`src/hw/mppt_cfg_pkg.sv`:
```
// package: register layouts, reset values, codes and engine states of the converter config bank
package mppt_cfg_pkg;

   // ********************************
   // register word layouts
   // ********************************
   typedef struct packed {
      logic [8:0] rsvd_top;
      logic override_en;
      logic rsvd_45;
      logic [1:0] rsvd_44;
      logic power_thr_sel;
      logic [1:0] bypass_entry_select;
      logic [9:0] iout_max;
      logic [9:0] vout_max;
      logic [2:0] dead_off;
      logic [2:0] dead_on;
      logic [8:0] open_loop_duty;
      logic bypass_sel;
      logic bypass_manual_value;
      logic converter_soft_reset;
      logic clk_out_en;
      logic open_loop;
   } ctrl_type;

   typedef struct packed {
      logic [23:0] rsvd;
      logic [7:0] vout_ofs;
      logic [7:0] iout_ofs;
      logic [7:0] vin_ofs;
      logic [7:0] iin_ofs;
   } offs_type;

   typedef struct packed {
      logic [15:0] rsvd;
      logic [9:0] input_current_high_threshold;
      logic [9:0] input_current_low_threshold;
      logic [9:0] output_current_high_threshold;
      logic [9:0] output_current_low_threshold;
   } thr_type;

   // strap channel readings: ch6, ch4 (current limit), mode_strap_channel, ch0 (voltage limit)
   typedef struct packed {
      logic [9:0] ch6;
      logic [9:0] ch4;
      logic [9:0] mode_strap_channel;
      logic [9:0] ch0;
   } strap_adc_type;

   typedef struct packed {
      logic [9:0] vout;
      logic [9:0] iout;
      logic [9:0] vin;
      logic [9:0] iin;
   } meas_type;

   typedef struct packed {
      logic [9:0] current_limit;
      logic [9:0] voltage_limit;
      logic exit_thr_sel;
      logic [1:0] entry_sel;
      logic open_loop;
      logic [8:0] open_loop_duty;
      logic bypass_active;
      logic track_enter;
      logic track_exit;
   } cfg_out_type;

   // ********************************
   // reset values
   // ********************************
   localparam ctrl_type CTRL_RESET = '{rsvd_44: 2'h1, iout_max: 10'h3FF, vout_max: 10'h3FF,
      dead_off: 3'h3, dead_on: 3'h3, open_loop_duty: 9'hFF, default: '0};
   localparam offs_type OFFS_RESET = '0;
   localparam thr_type THR_RESET = '{rsvd: 16'h0, input_current_high_threshold: 10'h28,
      input_current_low_threshold: 10'h18, output_current_high_threshold: 10'h28,
      output_current_low_threshold: 10'h18};

   // ********************************
   // bus codes
   // ********************************
   localparam logic [3:0] ADDR_HIGH = 4'h0;
   localparam logic [7:0] CMD_BASE = 8'hE0;
   localparam logic [2:0] REG_STRAP = 3'h0;
   localparam logic [2:0] REG_MEAS = 3'h1;
   localparam logic [2:0] REG_CTRL = 3'h3;
   localparam logic [2:0] REG_OFFS = 3'h4;
   localparam logic [2:0] REG_THR = 3'h5;
   localparam logic [2:0] LAST_BYTE = 3'h6;
   localparam logic [3:0] BITS_PER_BYTE = 4'h8;
   localparam int MEAS_FLAG_BIT = 40;

   typedef enum logic [3:0] {
      ST_IDLE = 4'h0,
      ST_ADDR = 4'h1,
      ST_ADDR_ACK = 4'h2,
      ST_CMD = 4'h3,
      ST_CMD_ACK = 4'h4,
      ST_WDATA = 4'h5,
      ST_WDATA_ACK = 4'h6,
      ST_RDATA = 4'h7,
      ST_RDATA_ACK = 4'h8
   } i2c_state_type;

endpackage

```
`src/hw/mppt_i2c_config_registers.sv`:
```
// serial-bus slave with the control, offset and threshold words of the converter controller
`timescale 1ns/10ps

// Contract
// - override bit selects register limits over straps
// - bit 42 replaces mode bit 9
// - bits 41:40 replace mode bits 8:7
// - field 39:30 is current limit, resets 1023
// - field 29:20 is voltage limit, resets 1023
// - open loop drives duty from 13:5
// - bypass select bit uses manual bit 3
// - bit 1 gates clock onto output pin
// - offset word: four bytes, reset zero
// - threshold word: four fields, 40 and 24
// - thresholds compared against current samples
// - address low bits from three straps
// - command codes start at 0xE0
// - words 0,1 read-only; 3,4,5 read-write
// - writes commit only after seven whole bytes
// - read bytes go least significant first
// - low bypass pin enters bypass mode
// - word 1 bit 40 shows tracking start
module mppt_i2c_config_registers (
   input wire logic clk_i,
   input wire logic rst_n_i,
   input wire logic scl_i,
   input wire logic sda_i,
   output logic sda_o,
   output logic sda_oe_o,
   input wire logic address_strap_0_i,
   input wire logic address_strap_1_i,
   input wire logic address_strap_2_i,
   input wire logic bypass_request_pin_n_i,
   input wire logic pll_clk_i,
   output logic clk_out_o,
   input wire mppt_cfg_pkg::strap_adc_type strap_adc_i,
   input wire mppt_cfg_pkg::meas_type meas_i,
   input wire logic tracking_start_i,
   output mppt_cfg_pkg::cfg_out_type cfg_o,
   output mppt_cfg_pkg::offs_type offsets_o,
   output logic converter_soft_reset_o,
   output logic bypass_drive_output_o
);
   import mppt_cfg_pkg::*;

   // ********************************
   // pin synchronisers and bus events
   // ********************************
   logic scl_s;
   logic sda_s;
   logic [2:0] strap_s;
   logic bypass_req_n_s;
   logic scl_d_ff;
   logic sda_d_ff;

   // bus lines and bypass pin idle high, so they reset high: no false start or bypass request
   pin_sync #(.W(6), .RST_VAL(6'h31)) u_sync (
      .clk_i(clk_i),
      .rst_n_i(rst_n_i),
      .async_i({scl_i, sda_i, address_strap_2_i, address_strap_1_i, address_strap_0_i,
         bypass_request_pin_n_i}),
      .sync_o({scl_s, sda_s, strap_s, bypass_req_n_s})
   );

   always_ff @(posedge clk_i or negedge rst_n_i) begin
      if (!rst_n_i) begin
         scl_d_ff <= 1'b1;
         sda_d_ff <= 1'b1;
      end else begin
         scl_d_ff <= scl_s;
         sda_d_ff <= sda_s;
      end
   end

   wire scl_rise_w = scl_s & ~scl_d_ff;
   wire scl_fall_w = ~scl_s & scl_d_ff;
   wire start_w = scl_s & scl_d_ff & sda_d_ff & ~sda_s;
   wire stop_w = scl_s & scl_d_ff & ~sda_d_ff & sda_s;

   // ********************************
   // slave engine state
   // ********************************
   i2c_state_type state_ff;
   logic [3:0] bit_cnt_ff;
   logic [2:0] byte_cnt_ff;
   logic [7:0] shift_ff;
   logic [2:0] sel_ff;
   logic rw_ff;
   logic mnack_ff;
   logic sda_oe_ff;
   logic [55:0] wbuf_ff;
   logic [55:0] rbuf_ff;
   ctrl_type ctrl_ff;
   offs_type offs_ff;
   thr_type thr_ff;

   wire [6:0] dev_addr_w = {ADDR_HIGH, strap_s};
   wire addr_match_w = shift_ff[7:1] == dev_addr_w;
   wire [2:0] cmd_idx_w = shift_ff[2:0];
   wire cmd_known_w = (cmd_idx_w == REG_STRAP) | (cmd_idx_w == REG_MEAS) | (cmd_idx_w == REG_CTRL) |
      (cmd_idx_w == REG_OFFS) | (cmd_idx_w == REG_THR);
   wire cmd_valid_w = (shift_ff[7:3] == CMD_BASE[7:3]) & cmd_known_w;
   wire writable_w = (sel_ff == REG_CTRL) | (sel_ff == REG_OFFS) | (sel_ff == REG_THR);
   wire byte_done_w = bit_cnt_ff == BITS_PER_BYTE;
   wire last_byte_w = byte_cnt_ff == LAST_BYTE;
   wire tx_bit_w = rbuf_ff[{byte_cnt_ff, ~bit_cnt_ff[2:0]}];
   wire [2:0] byte_nxt_w = byte_cnt_ff + 3'h1;
   wire next_first_w = rbuf_ff[{byte_nxt_w, 3'h7}];
   wire rd_lsb_w = rbuf_ff[7];
   wire commit_w = scl_fall_w & (state_ff == ST_WDATA) & byte_done_w & last_byte_w & writable_w;
   wire [55:0] wr_word_w = {shift_ff, wbuf_ff[47:0]};

   logic [55:0] rd_word_w;
   always_comb begin
      rd_word_w = '0;
      case (sel_ff)
         REG_STRAP: rd_word_w = {16'h0, strap_adc_i};
         REG_MEAS: rd_word_w = {15'h0, tracking_start_i, meas_i};
         REG_CTRL: rd_word_w = ctrl_ff;
         REG_OFFS: rd_word_w = offs_ff;
         REG_THR: rd_word_w = thr_ff;
         default: rd_word_w = '0;
      endcase
   end

   always_ff @(posedge clk_i or negedge rst_n_i) begin
      if (!rst_n_i) begin
         state_ff <= ST_IDLE;
         bit_cnt_ff <= 4'h0;
         byte_cnt_ff <= 3'h0;
         shift_ff <= 8'h00;
         sel_ff <= REG_STRAP;
         rw_ff <= 1'b0;
         mnack_ff <= 1'b0;
         sda_oe_ff <= 1'b0;
         wbuf_ff <= '0;
         rbuf_ff <= '0;
      end else if (start_w) begin
         state_ff <= ST_ADDR;
         bit_cnt_ff <= 4'h0;
         sda_oe_ff <= 1'b0;
      end else if (stop_w) begin
         state_ff <= ST_IDLE; // a write cut short here never reaches commit
         sda_oe_ff <= 1'b0;
      end else if (scl_rise_w) begin
         if (state_ff == ST_RDATA_ACK) begin
            mnack_ff <= sda_s;
         end
         if ((state_ff == ST_ADDR) || (state_ff == ST_CMD) || (state_ff == ST_WDATA)) begin
            shift_ff <= {shift_ff[6:0], sda_s};
         end
         if ((state_ff == ST_ADDR) || (state_ff == ST_CMD) || (state_ff == ST_WDATA) ||
               (state_ff == ST_RDATA)) begin
            bit_cnt_ff <= bit_cnt_ff + 4'h1;
         end
      end else if (scl_fall_w) begin
         case (state_ff)
            ST_ADDR: begin
               if (byte_done_w) begin
                  state_ff <= addr_match_w ? ST_ADDR_ACK : ST_IDLE;
                  sda_oe_ff <= addr_match_w;
                  rw_ff <= shift_ff[0];
                  rbuf_ff <= rd_word_w; // snapshot so a read sees one coherent word
               end
            end
            ST_ADDR_ACK: begin
               bit_cnt_ff <= 4'h0;
               byte_cnt_ff <= 3'h0;
               state_ff <= rw_ff ? ST_RDATA : ST_CMD;
               sda_oe_ff <= rw_ff & ~rd_lsb_w;
            end
            ST_CMD: begin
               if (byte_done_w) begin
                  state_ff <= cmd_valid_w ? ST_CMD_ACK : ST_IDLE;
                  sda_oe_ff <= cmd_valid_w;
                  sel_ff <= cmd_valid_w ? cmd_idx_w : sel_ff;
               end
            end
            ST_CMD_ACK: begin
               sda_oe_ff <= 1'b0;
               bit_cnt_ff <= 4'h0;
               byte_cnt_ff <= 3'h0;
               state_ff <= ST_WDATA;
            end
            ST_WDATA: begin
               if (byte_done_w) begin
                  state_ff <= writable_w ? ST_WDATA_ACK : ST_IDLE;
                  sda_oe_ff <= writable_w;
                  wbuf_ff[{byte_cnt_ff, 3'h0} +: 8] <= shift_ff;
               end
            end
            ST_WDATA_ACK: begin
               sda_oe_ff <= 1'b0;
               bit_cnt_ff <= 4'h0;
               byte_cnt_ff <= byte_nxt_w;
               state_ff <= last_byte_w ? ST_IDLE : ST_WDATA; // an eighth byte gets no ack
            end
            ST_RDATA: begin
               if (byte_done_w) begin
                  sda_oe_ff <= 1'b0;
                  state_ff <= ST_RDATA_ACK;
               end else begin
                  sda_oe_ff <= ~tx_bit_w;
               end
            end
            ST_RDATA_ACK: begin
               bit_cnt_ff <= 4'h0;
               if (mnack_ff || last_byte_w) begin
                  state_ff <= ST_IDLE;
                  sda_oe_ff <= 1'b0;
               end else begin
                  byte_cnt_ff <= byte_nxt_w;
                  state_ff <= ST_RDATA;
                  sda_oe_ff <= ~next_first_w;
               end
            end
            default: begin
               state_ff <= ST_IDLE;
               sda_oe_ff <= 1'b0;
            end
         endcase
      end
   end

   // ********************************
   // register words
   // ********************************
   always_ff @(posedge clk_i or negedge rst_n_i) begin
      if (!rst_n_i) begin
         ctrl_ff <= CTRL_RESET;
         offs_ff <= OFFS_RESET;
         thr_ff <= THR_RESET;
      end else if (commit_w) begin
         case (sel_ff)
            REG_CTRL: ctrl_ff <= wr_word_w;
            REG_OFFS: offs_ff <= wr_word_w;
            REG_THR: thr_ff <= wr_word_w;
            default: ctrl_ff <= ctrl_ff;
         endcase
      end
   end

   // ********************************
   // derived controls
   // ********************************
   wire ovr_w = ctrl_ff.override_en;
   wire [9:0] mode_w = strap_adc_i.mode_strap_channel;
   cfg_out_type nxt_cfg;

   always_comb begin
      nxt_cfg.current_limit = ovr_w ? ctrl_ff.iout_max : strap_adc_i.ch4;
      nxt_cfg.voltage_limit = ovr_w ? ctrl_ff.vout_max : strap_adc_i.ch0;
      nxt_cfg.exit_thr_sel = ovr_w ? ctrl_ff.power_thr_sel : mode_w[9];
      nxt_cfg.entry_sel = ovr_w ? ctrl_ff.bypass_entry_select : mode_w[8:7];
      nxt_cfg.open_loop = ctrl_ff.open_loop;
      nxt_cfg.open_loop_duty = ctrl_ff.open_loop_duty;
      nxt_cfg.bypass_active = ctrl_ff.bypass_sel ? ctrl_ff.bypass_manual_value : ~bypass_req_n_s;
      nxt_cfg.track_enter = (meas_i.iin >= thr_ff.input_current_high_threshold) &
         (meas_i.iout >= thr_ff.output_current_high_threshold);
      nxt_cfg.track_exit = (meas_i.iin < thr_ff.input_current_low_threshold) |
         (meas_i.iout < thr_ff.output_current_low_threshold);
   end

   always_ff @(posedge clk_i or negedge rst_n_i) begin
      if (!rst_n_i) begin
         cfg_o <= '0;
      end else begin
         cfg_o <= nxt_cfg;
      end
   end

   assign sda_o = 1'b0;
   assign sda_oe_o = sda_oe_ff;
   assign offsets_o = offs_ff;
   // host enters open loop by setting bit 0 then pulsing this bit
   assign converter_soft_reset_o = ctrl_ff.converter_soft_reset;
   assign bypass_drive_output_o = cfg_o.bypass_active;
   // gated clock passes straight through; glitches at enable changes are tolerated by the pin user
   assign clk_out_o = ctrl_ff.clk_out_en & pll_clk_i;
endmodule

```
`src/hw/pin_sync.sv`:
```
// two-flop synchroniser for pins that arrive from outside the clock domain
`timescale 1ns/10ps
module pin_sync #(
   parameter int W = 1,
   parameter logic [W-1:0] RST_VAL = '0
) (
   input wire logic clk_i,
   input wire logic rst_n_i,
   input wire logic [W-1:0] async_i,
   output logic [W-1:0] sync_o
);
   logic [W-1:0] meta_ff;

   generate
      if (W < 1) begin : g_bad_width
         $error("pin_sync width must be at least one");
      end
   endgenerate

   always_ff @(posedge clk_i or negedge rst_n_i) begin
      if (!rst_n_i) begin
         meta_ff <= RST_VAL;
         sync_o <= RST_VAL;
      end else begin
         meta_ff <= async_i;
         sync_o <= meta_ff;
      end
   end
endmodule

```
`config.mk`:
```
export PLATFORM = sky130hd
export DESIGN_NAME = mppt_i2c_config_registers
export DESIGN_NICKNAME = d
export VERILOG_FILES = /design/src/hw/mppt_cfg_pkg.sv /design/src/hw/mppt_i2c_config_registers.sv /design/src/hw/pin_sync.sv
export SDC_FILE = /design/constraint.sdc
export NUM_CORES = 1
export LEC_CHECK = 0
export ABC_AREA = 1
export BUFFER_PORTS_ARGS = -buffer_cell sky130_fd_sc_hd__buf_2
export CAP_MARGIN = 20
export CORE_ASPECT_RATIO = 1.5
export CORE_MARGIN = 2
export CORE_UTILIZATION = 50
export CTS_BUF_LIST = sky130_fd_sc_hd__clkbuf_4 sky130_fd_sc_hd__clkbuf_8
export DETAILED_ROUTE_END_ITERATION = 7
export PLACE_DENSITY = 0.8
export SLEW_MARGIN = 40
export SYNTH_ARGS = -nofsm -noshare
export SYNTH_HDL_FRONTEND = slang
export SYNTH_SLANG_ARGS = --single-unit
```
`constraint.sdc`:
```
create_clock -name clk_i -period 4.8 [get_ports clk_i]
set_input_delay 1.2 -clock clk_i [delete_from_list [all_inputs] [get_ports clk_i]]
set_output_delay 1.2 -clock clk_i [all_outputs]
set_load 0.05 [all_outputs]
```
* After elaboration in Yosys (flattened, before gate mapping)
Index checks and enable logic that the tools add are counted.
** Cells by class
- $lt $le $gt $ge :: 6
- Muxes and demuxes :: 44
- Reductions and logical operators :: 24
- Bitwise logic cells :: 34
- Shift-type cells :: 2
- Add/subtract/negate cells :: 3
- Equal/unequal tests :: 28
** Operators with widths (count)
- 56-bit one-hot mux with 5 select lines :: 1
- 56-bit bitwise mux :: 1
- 4-bit two-way mux :: 14
- 8-bit by 8-bit variable shift with 56-bit output, first input constant :: 1
- 8-bit by 8-bit indexed part select with 56-bit output :: 1
- 4-bit one-hot mux with 8 select lines :: 1
- 6-bit AND reduction :: 4
- 10-bit >= comparator :: 2
- 10-bit < comparator :: 2
- 10-bit two-way mux :: 2
- 3-bit two-way mux :: 6
- 4-bit by 3-bit equality test with 1-bit output, second input constant :: 4
- 4-bit inequality test, second input constant :: 4
- 1-bit AND :: 15
- 3-bit equality test, second input constant :: 5
- 6-bit by 7-bit < comparator with 1-bit output, second input constant :: 2
- 1-bit two-way mux :: 13
- 4-bit AND reduction :: 3
- 3-bit nonzero test :: 4
- 1-bit inverter :: 11
- 3-bit one-hot mux with 3 select lines :: 1
- 4-bit by 2-bit equality test with 1-bit output, second input constant :: 2
- 4-bit equality test, second input constant :: 2
- 6-bit negator with 8-bit output :: 1
- other kinds (22) :: 39
** Word-level totals
- Flip-flop bits (word level) :: 355
- Bits of input ports :: 90
- Output and inout port bits :: 97

* Logic depth before layout (Yosys ltp)
Gate-level depths: netlist of the first run.
- Word-level depth :: 13
- Mapped depth :: 16
- Depth with buffers taken out :: 14

* Cells and area by module
A second synthesis of the first run with hierarchy kept.
** Second synthesis, totals
- Cells, all modules :: 1895
- Area, all modules :: 16369.4 um^2
** By module, submodules not included
- mppt_i2c_config_registers :: area each 16061.7 um^2, cells each 1883, instances 1
- pin_sync :: area each 307.8 um^2, cells each 12, instances 1

* Worst setup path after synthesis of the first run
No wires, ideal clock.
- Kind :: input to output
- Start point :: input port pll_clk_i
- End point :: output port clk_out_o
- Buffers on the path :: 0
- Stages on the path :: 2
- Data arrival time :: 1.543 ns
- Path slack :: 2.057 ns
- Cells stage by stage :: nand2_1 > inv_1
** Between the ends
- Word-level cells in the longest chain between the ends :: 1
** RTL lines
- start, declared :: RTL line mppt_i2c_config_registers.sv:34 : input wire logic pll_clk_i,
- 1-bit AND :: RTL line mppt_i2c_config_registers.sv:279 : assign clk_out_o = ctrl_ff.clk_out_en & pll_clk_i;
- end, declared :: RTL line mppt_i2c_config_registers.sv:35 : output logic clk_out_o,
Every way passes these cells.

* Worst setup path after layout of the first run
- Start point :: register byte_cnt_ff[0]
- End point :: register wbuf_ff[32]
** Between the ends
- Word-level cells in the longest chain between the ends :: 3
- Elaborated cells on any way between the ends :: 4
- Classes of those cells :: add/sub (1); shift (2); mux (1)
** RTL lines
- start, declared :: RTL line mppt_i2c_config_registers.sv:85 : logic [2:0] byte_cnt_ff;
- start signal, assigned :: RTL line mppt_i2c_config_registers.sv:195 : byte_cnt_ff <= byte_nxt_w;
- start signal, assigned :: RTL line mppt_i2c_config_registers.sv:212 : byte_cnt_ff <= byte_nxt_w;
- 6-bit negator with 8-bit output * :: RTL line mppt_i2c_config_registers.sv:189 : wbuf_ff[{byte_cnt_ff, 3'h0} +: 8] <= shift_ff;
- 8-bit by 8-bit indexed part select with 56-bit output / 8-bit by 8-bit variable shift with 56-bit output (equally long branches) :: RTL line mppt_i2c_config_registers.sv:189
- 56-bit bitwise mux * :: RTL line mppt_i2c_config_registers.sv:189
- end signal, assigned by index :: RTL line mppt_i2c_config_registers.sv:189
- end, declared :: RTL line mppt_i2c_config_registers.sv:91 : logic [55:0] wbuf_ff;
Every way passes the cells marked *; elsewhere a longest branch is shown, timed or not.
A chain may end at the register's enable or synchronous reset.

==> impl_metrics.toml, run 1 <==
[timing]
setup-tns-final_ps = 0
fmax_mhz = 293
rsz0062_at_grt = "no"
clock_skew_ps = 37.7
setup_violations = 0
relSlewSlack_pct = 41.1
finalMaxSlewViolations = 0
setup_slack_ps = 1390
period_minus_slack_ps = 3410
finalHoldViolCount = 0
fin_crit_sh_pct = 71.1
tightest_slew_ps = 881

[route]
vias = 14514
drtIter0Drc = 1293
drc_errors = 0
ant_nets = 0
routed_wl_um = 51800
wl_per_cell_um = 20.5
viasPerCell = 5.73
drt_pre_antenna_iters = 7

[synth]
ys_warn_count = 0
synth_compound_area_share_pct = 15.0
synth_top_area_cell = "dfrtp_1"
synthXorXnorAreaFrac_pct = 0.268
netlist_instances = 1913
synth_seq_area_share_pct = 53.4
avgSynthCellArea_um2 = 8.55
yosys.area_share.simple_pct = 19.4
synth_area_mm2 = 0.0164
synthAdderAreaFrac_pct = 3.75
synth.top_cell.area_share_pct = 45.6
syn_nets = 2052
synthMuxAreaShare_pct = 0.482
synth.top_cells.by_area = "dfrtp_1, nand2_1, dfstp_2, o21ai_0, o21ai_1"
synth-seq-cells = 347
synth_top_family_by_area = "simple AND/OR/NAND/NOR gates"
synth.distinct_cells = 41

[floorplan]
fp-row-count = 81
chipHeight_um = 226
die_area_mm2 = 0.0342
dieWidth_um = 152
io-pin-count = 187
core_mm2 = 0.0324
start_util_pct = 50.5

[global_routing]
globalRouteOverflowTotal = 0
antenna_found_initial = 1
grt_pass1_vias = 14286
grt_max_degree = 122
track_usage_pct = 30.5
grt_pass1_wl_um = 78900

[worst_hold_path]
hold_class = "reg2reg"

[setup_path]
arrival_ps = 3910
path_class = "reg2reg"
r2r_setup_slack_ps = 1390
required_ps = 5300
cp-start-kind = "flop"
end_kind = "flop"
cp_max_fo = 22

[clock_network]
cts-resized-gates = 0
path_clk_slew_ps = 70
post-cts-setup-buffers = 0
cts-root-buf = "clkbuf_8"
cts_tree = "done"
cts_sinks = 347
ctsHoldBuffers = 0
htreeDepth = 2
cts_buffers = 52
clock_path_buffers = 3
clk_latency_ps = 610

[cells_and_area]
final_cell_mix = "nand2_1, dfrtp_1, o21ai_0, buf_2, inv_1"
area.growth.synth_to_final_pct = 14.3
fillerInstances = 2804
nets = 2212
drive_gt1_share_pct = 18.0
final_common_cell = "nand2_1"

[placement]
io_buffers = 185
hpwl_um = 36600
gp_congestion = 0.989
dpl_worst_slack_ps = 1480

[status]
run_status = "complete, no violations"

[pwr]
p_leak_uw = 0.00869
total_power_uw = 6640
ir_drop_mv = 0.180
power.density_mw_per_mm2 = 355

[job]
maxCapViolCount = 0
==> metrics by stage <==
step	hold WS, ps	cell area, µm²	utilization [%]	std cells
after floorplan	331	16400	-	1913
after global placement	340	17500	53.9	2434
after CTS	352	18700	57.7	2530
final	351	18700	57.7	2531
after global routing	359	18700	57.7	2530
after detailed placement	338	17500	53.9	2434
==> per-layer routing <==
| metal | vias to the layer above | part of all wire [%] | global-route usage, % |
|---|---|---|---|
| met4 | 2 | 8.6 | 22.0 |
| met5 | - | 0.021 | 0 |
| met1 | 6892 | 36 | 35.7 |
| met3 | 233 | 8.6 | 6.44 |
| li1 | 6617 | - | - |
| met2 | 770 | 47 | 49.2 |
==> flip-flops by register name, summed over array words and instances, names as in the netlist, 3 cells and up <==
signal	flops
rbuf_ff	56
ctrl_ff	54
state_ff	4
thr_ff	56
wbuf_ff	48
bit_cnt_ff	4
u_sync.sync_o	6
offsets_o	56
u_sync.meta_ff	6
sel_ff	3
cfg_o	35
shift_ff	8
byte_cnt_ff	3
==> cell usage after synthesis <==
cell type,instances
a211oi_1,13
a211oi_4,1
a21boi_0,2
a21o_1,1
a21oi_1,41
a221oi_1,17
a22o_1,7
a31oi_1,2
buf_1,5
buf_2,18
buf_4,9
buf_6,20
clkbuf_1,45
clkinv_1,4
conb_1,1
dfrtp_1,298
dfstp_2,49
ha_1,49
inv_1,173
inv_2,2
inv_4,1
mux2_2,7
nand2_1,595
nand3_1,94
nand3_2,5
nand4_1,10
nand4_2,1
nor2_1,61
nor2_2,4
nor2_4,2
nor3_1,7
nor4_1,6
o2111ai_1,2
o211ai_1,10
o21ai_0,196
o21ai_1,132
o21ai_2,5
o221ai_1,10
o22ai_1,3
xnor2_1,2
xor2_1,3
==> cells by family after synthesis <==
logic type / count (synthesis)
AO/OA/AOI/OAI: 442
XOR/XNOR: 5
adder cells (fa/ha/maj): 49
buffers and inverters: 277
flip-flops: 347
multiplexers: 7
other: 1
AND/OR/NAND/NOR: 785
==> critical path, cell delays in order (launching register included) <==
cell      delay, ps
dfrtp_1         760
clkinv_1        640
ha_1            430
ha_1            340
inv_1            80
a21oi_1         270
nand3_1         450
o21ai_0         330
==> final timing paths <==
check / from / endpoint / depth (start not counted)
worst min-delay path: u_sync.meta_ff[1] / u_sync.sync_o[1] / 0
min in group asynchronous: rst_n_i / thr_ff[14] / 1
worst max-delay path: byte_cnt_ff[0] / wbuf_ff[32] / 7
worst min register to register: u_sync.meta_ff[1] / u_sync.sync_o[1] / 0
max in group asynchronous: rst_n_i / ctrl_ff[44] / 2
worst max register to register: byte_cnt_ff[0] / wbuf_ff[32] / 7
==> power by group <==
part / total, µW / internal (µW) / switching, µW / leakage (µW)
Sequential: 3070 / 2990 / 79.7 / 0.00437
Combinational: 798 / 207 / 590 / 0.00367
Clock: 2770 / 1610 / 1160 / 0.000649
Total: 6640 / 4810 / 1830 / 0.00869
==> layout make-up <==
type                            instances  area [µm²]  area share [%]
Sequential cell                       347        8740            46.7
Clock inverter                         11         163           0.870
Timing Repair Buffer                  203        1130            6.06
Inverter                              180         678            3.63
Multi-Input combinational cell       1289        6410            34.3
Tap cell                              415         519            2.78
Antenna cell                            1        2.50          0.0134
Clock buffer                           85        1060            5.65
Power figures use the tool's default switching activity.
==> run 2: changes to the inputs <==
clock period = 3.51 ns   (was 4.8 ns; I/O delays follow)
==> run 2 against run 1 <==
Sequential power increased by 36%. Clock skew rose by 6.9 ps. Count of clock-buffer cells in the layout increased by 2. Via count increased by 0.33%. Power increased by 37%. Routed wire length is 4.4% higher. Utilization is 0.41 points higher. Global-route usage is 1.2 points higher. Largest cell class unchanged.
==> impl_metrics.toml, run 2 (synthesis gave the netlist of run 1 again) <==
[clock_network]
post-cts-setup-buffers = 0
cts_buffers = 51
clock_path_buffers = 3
cts-resized-gates = 0
cts_tree = "done"
htreeDepth = 2
cts_sinks = 347
ctsHoldBuffers = 0
cts-root-buf = "clkbuf_8"
clk_latency_ps = 620
path_clk_slew_ps = 60

[setup_path]
slowest_stage = "ha_1"
worstSetupStartpoint = "byte_cnt_ff[0]"
reg2reg_depth = 8
end_kind = "flop"
cp_max_fo = 16
r2r_setup_slack_ps = 1040
arrival_ps = 2930
cp.buffers_inverters = 2
required_ps = 3960
cpPeakStageDelay_ps = 450
path_class = "reg2reg"
crit_family = "simple AND/OR/NAND/NOR gates"
r2r_end = "wbuf_ff[0]"
cp-start-kind = "flop"
cp_cell_sequence = "clkinv_1 -> ha_1 -> inv_1 -> nand3_1 -> nor3_1 -> nand2_1 -> nor2_1 -> a21oi_1"
reg2reg_from = "byte_cnt_ff[0]"

[route]
vias = 14562
drtIter0Drc = 1327
drt_pre_antenna_iters = 6
ant_nets = 0
viasPerCell = 5.72
wl_per_cell_um = 21.3
drc_errors = 0
routed_wl_um = 54100

[cells_and_area]
final_common_cell = "nand2_1"
finalNonFillerCells = 2544
seq_area_mm2 = 0.00875
nets = 2225
num_antenna_cells = 0
drive_gt1_share_pct = 18.5
fillerInstances = 2843
final_cell_mix = "nand2_1, dfrtp_1, o21ai_0, buf_2, inv_1"
multiInputGateArea_mm2 = 0.00641
area.growth.synth_to_final_pct = 15.1

[pwr]
ir_drop_mv = 0.268
power.density_mw_per_mm2 = 483
p_leak_uw = 0.00877

[timing]
period_minus_slack_ps = 2470
fin_crit_sh_pct = 70.4
rsz0062_at_grt = "no"
relSlewSlack_pct = 45.8
finalMaxSlewViolations = 0
finalHoldViolCount = 0
setup_violations = 0
setup-tns-final_ps = 0
fmax_mhz = 405
clock_skew_ps = 44.7
tightest_slew_ps = 813

[worst_hold_path]
hold_class = "in2async"

[placement]
gp_congestion = 0.968
io_buffers = 185
hpwl_um = 38400
dp.cells = 2448

[global_routing]
track_usage_pct = 31.7
grt_max_degree = 91
globalRouteOverflowTotal = 0
grt_pass1_vias = 14259
grt_pass1_wl_um = 81200
antenna_found_initial = 0

[floorplan]
fp-row-count = 81
dieWidth_um = 152
io-pin-count = 187
start_util_pct = 50.5
chipHeight_um = 226
core_mm2 = 0.0324
die_area_mm2 = 0.0342

[status]
run_status = "complete, no violations"

[job]
maxCapViolCount = 0
run 2: area by class of cell:
cell class                      count  share of cell area, %
Clock buffer                       87                   5.56
Clock inverter                      9                  0.804
Inverter                          180                   3.60
Multi-Input combinational cell   1289                   34.0
Sequential cell                   347                   46.4
Tap cell                          415                   2.76
Timing Repair Buffer              217                   6.84
run 2: metal layers:
metal / GRT usage, % / vias to the layer above / share of wire [%]
met5: 0 / - / 0
met4: 21.9 / 0 / 7.8
met3: 6.17 / 207 / 8.5
met2: 51.4 / 798 / 48
met1: 37.7 / 6925 / 36
li1: - / 6632 / -
run 2: how the worst max path moves through the flow:
stage / end / slack, ps / cells past startpoint
2_1_floorplan: wbuf_ff[38] / 1100 / 11
3_3_place_gp: wbuf_ff[39] / 1120 / 8
3_5_place_dp: offsets_o[33] / 1110 / 9
4_1_cts: wbuf_ff[35] / 1080 / 7
5_1_grt: wbuf_ff[2] / 790 / 8
6_report: wbuf_ff[0] / 1040 / 8
run 2: stage by stage:
step | power, µW | setup slack [ps] | hold slack (ps) | instance area [µm²] | util (%)
after floorplan | 4850 | 1100 | 331 | 16400 | -
after global placement | 5370 | 1120 | 335 | 17600 | 54.4
after detailed placement | 5390 | 1110 | 338 | 17600 | 54.4
after CTS | 9100 | 1080 | 286 | 18800 | 58.1
after global routing | 9400 | 791 | 299 | 18800 | 58.1
final | 9100 | 1040 | 257 | 18800 | 58.1
run 2: report_power, final:
group	total (µW)	switching (µW)	internal [µW]
combinational	1160	855	300
sequential	4190	98.5	4090
clock	3760	1580	2170
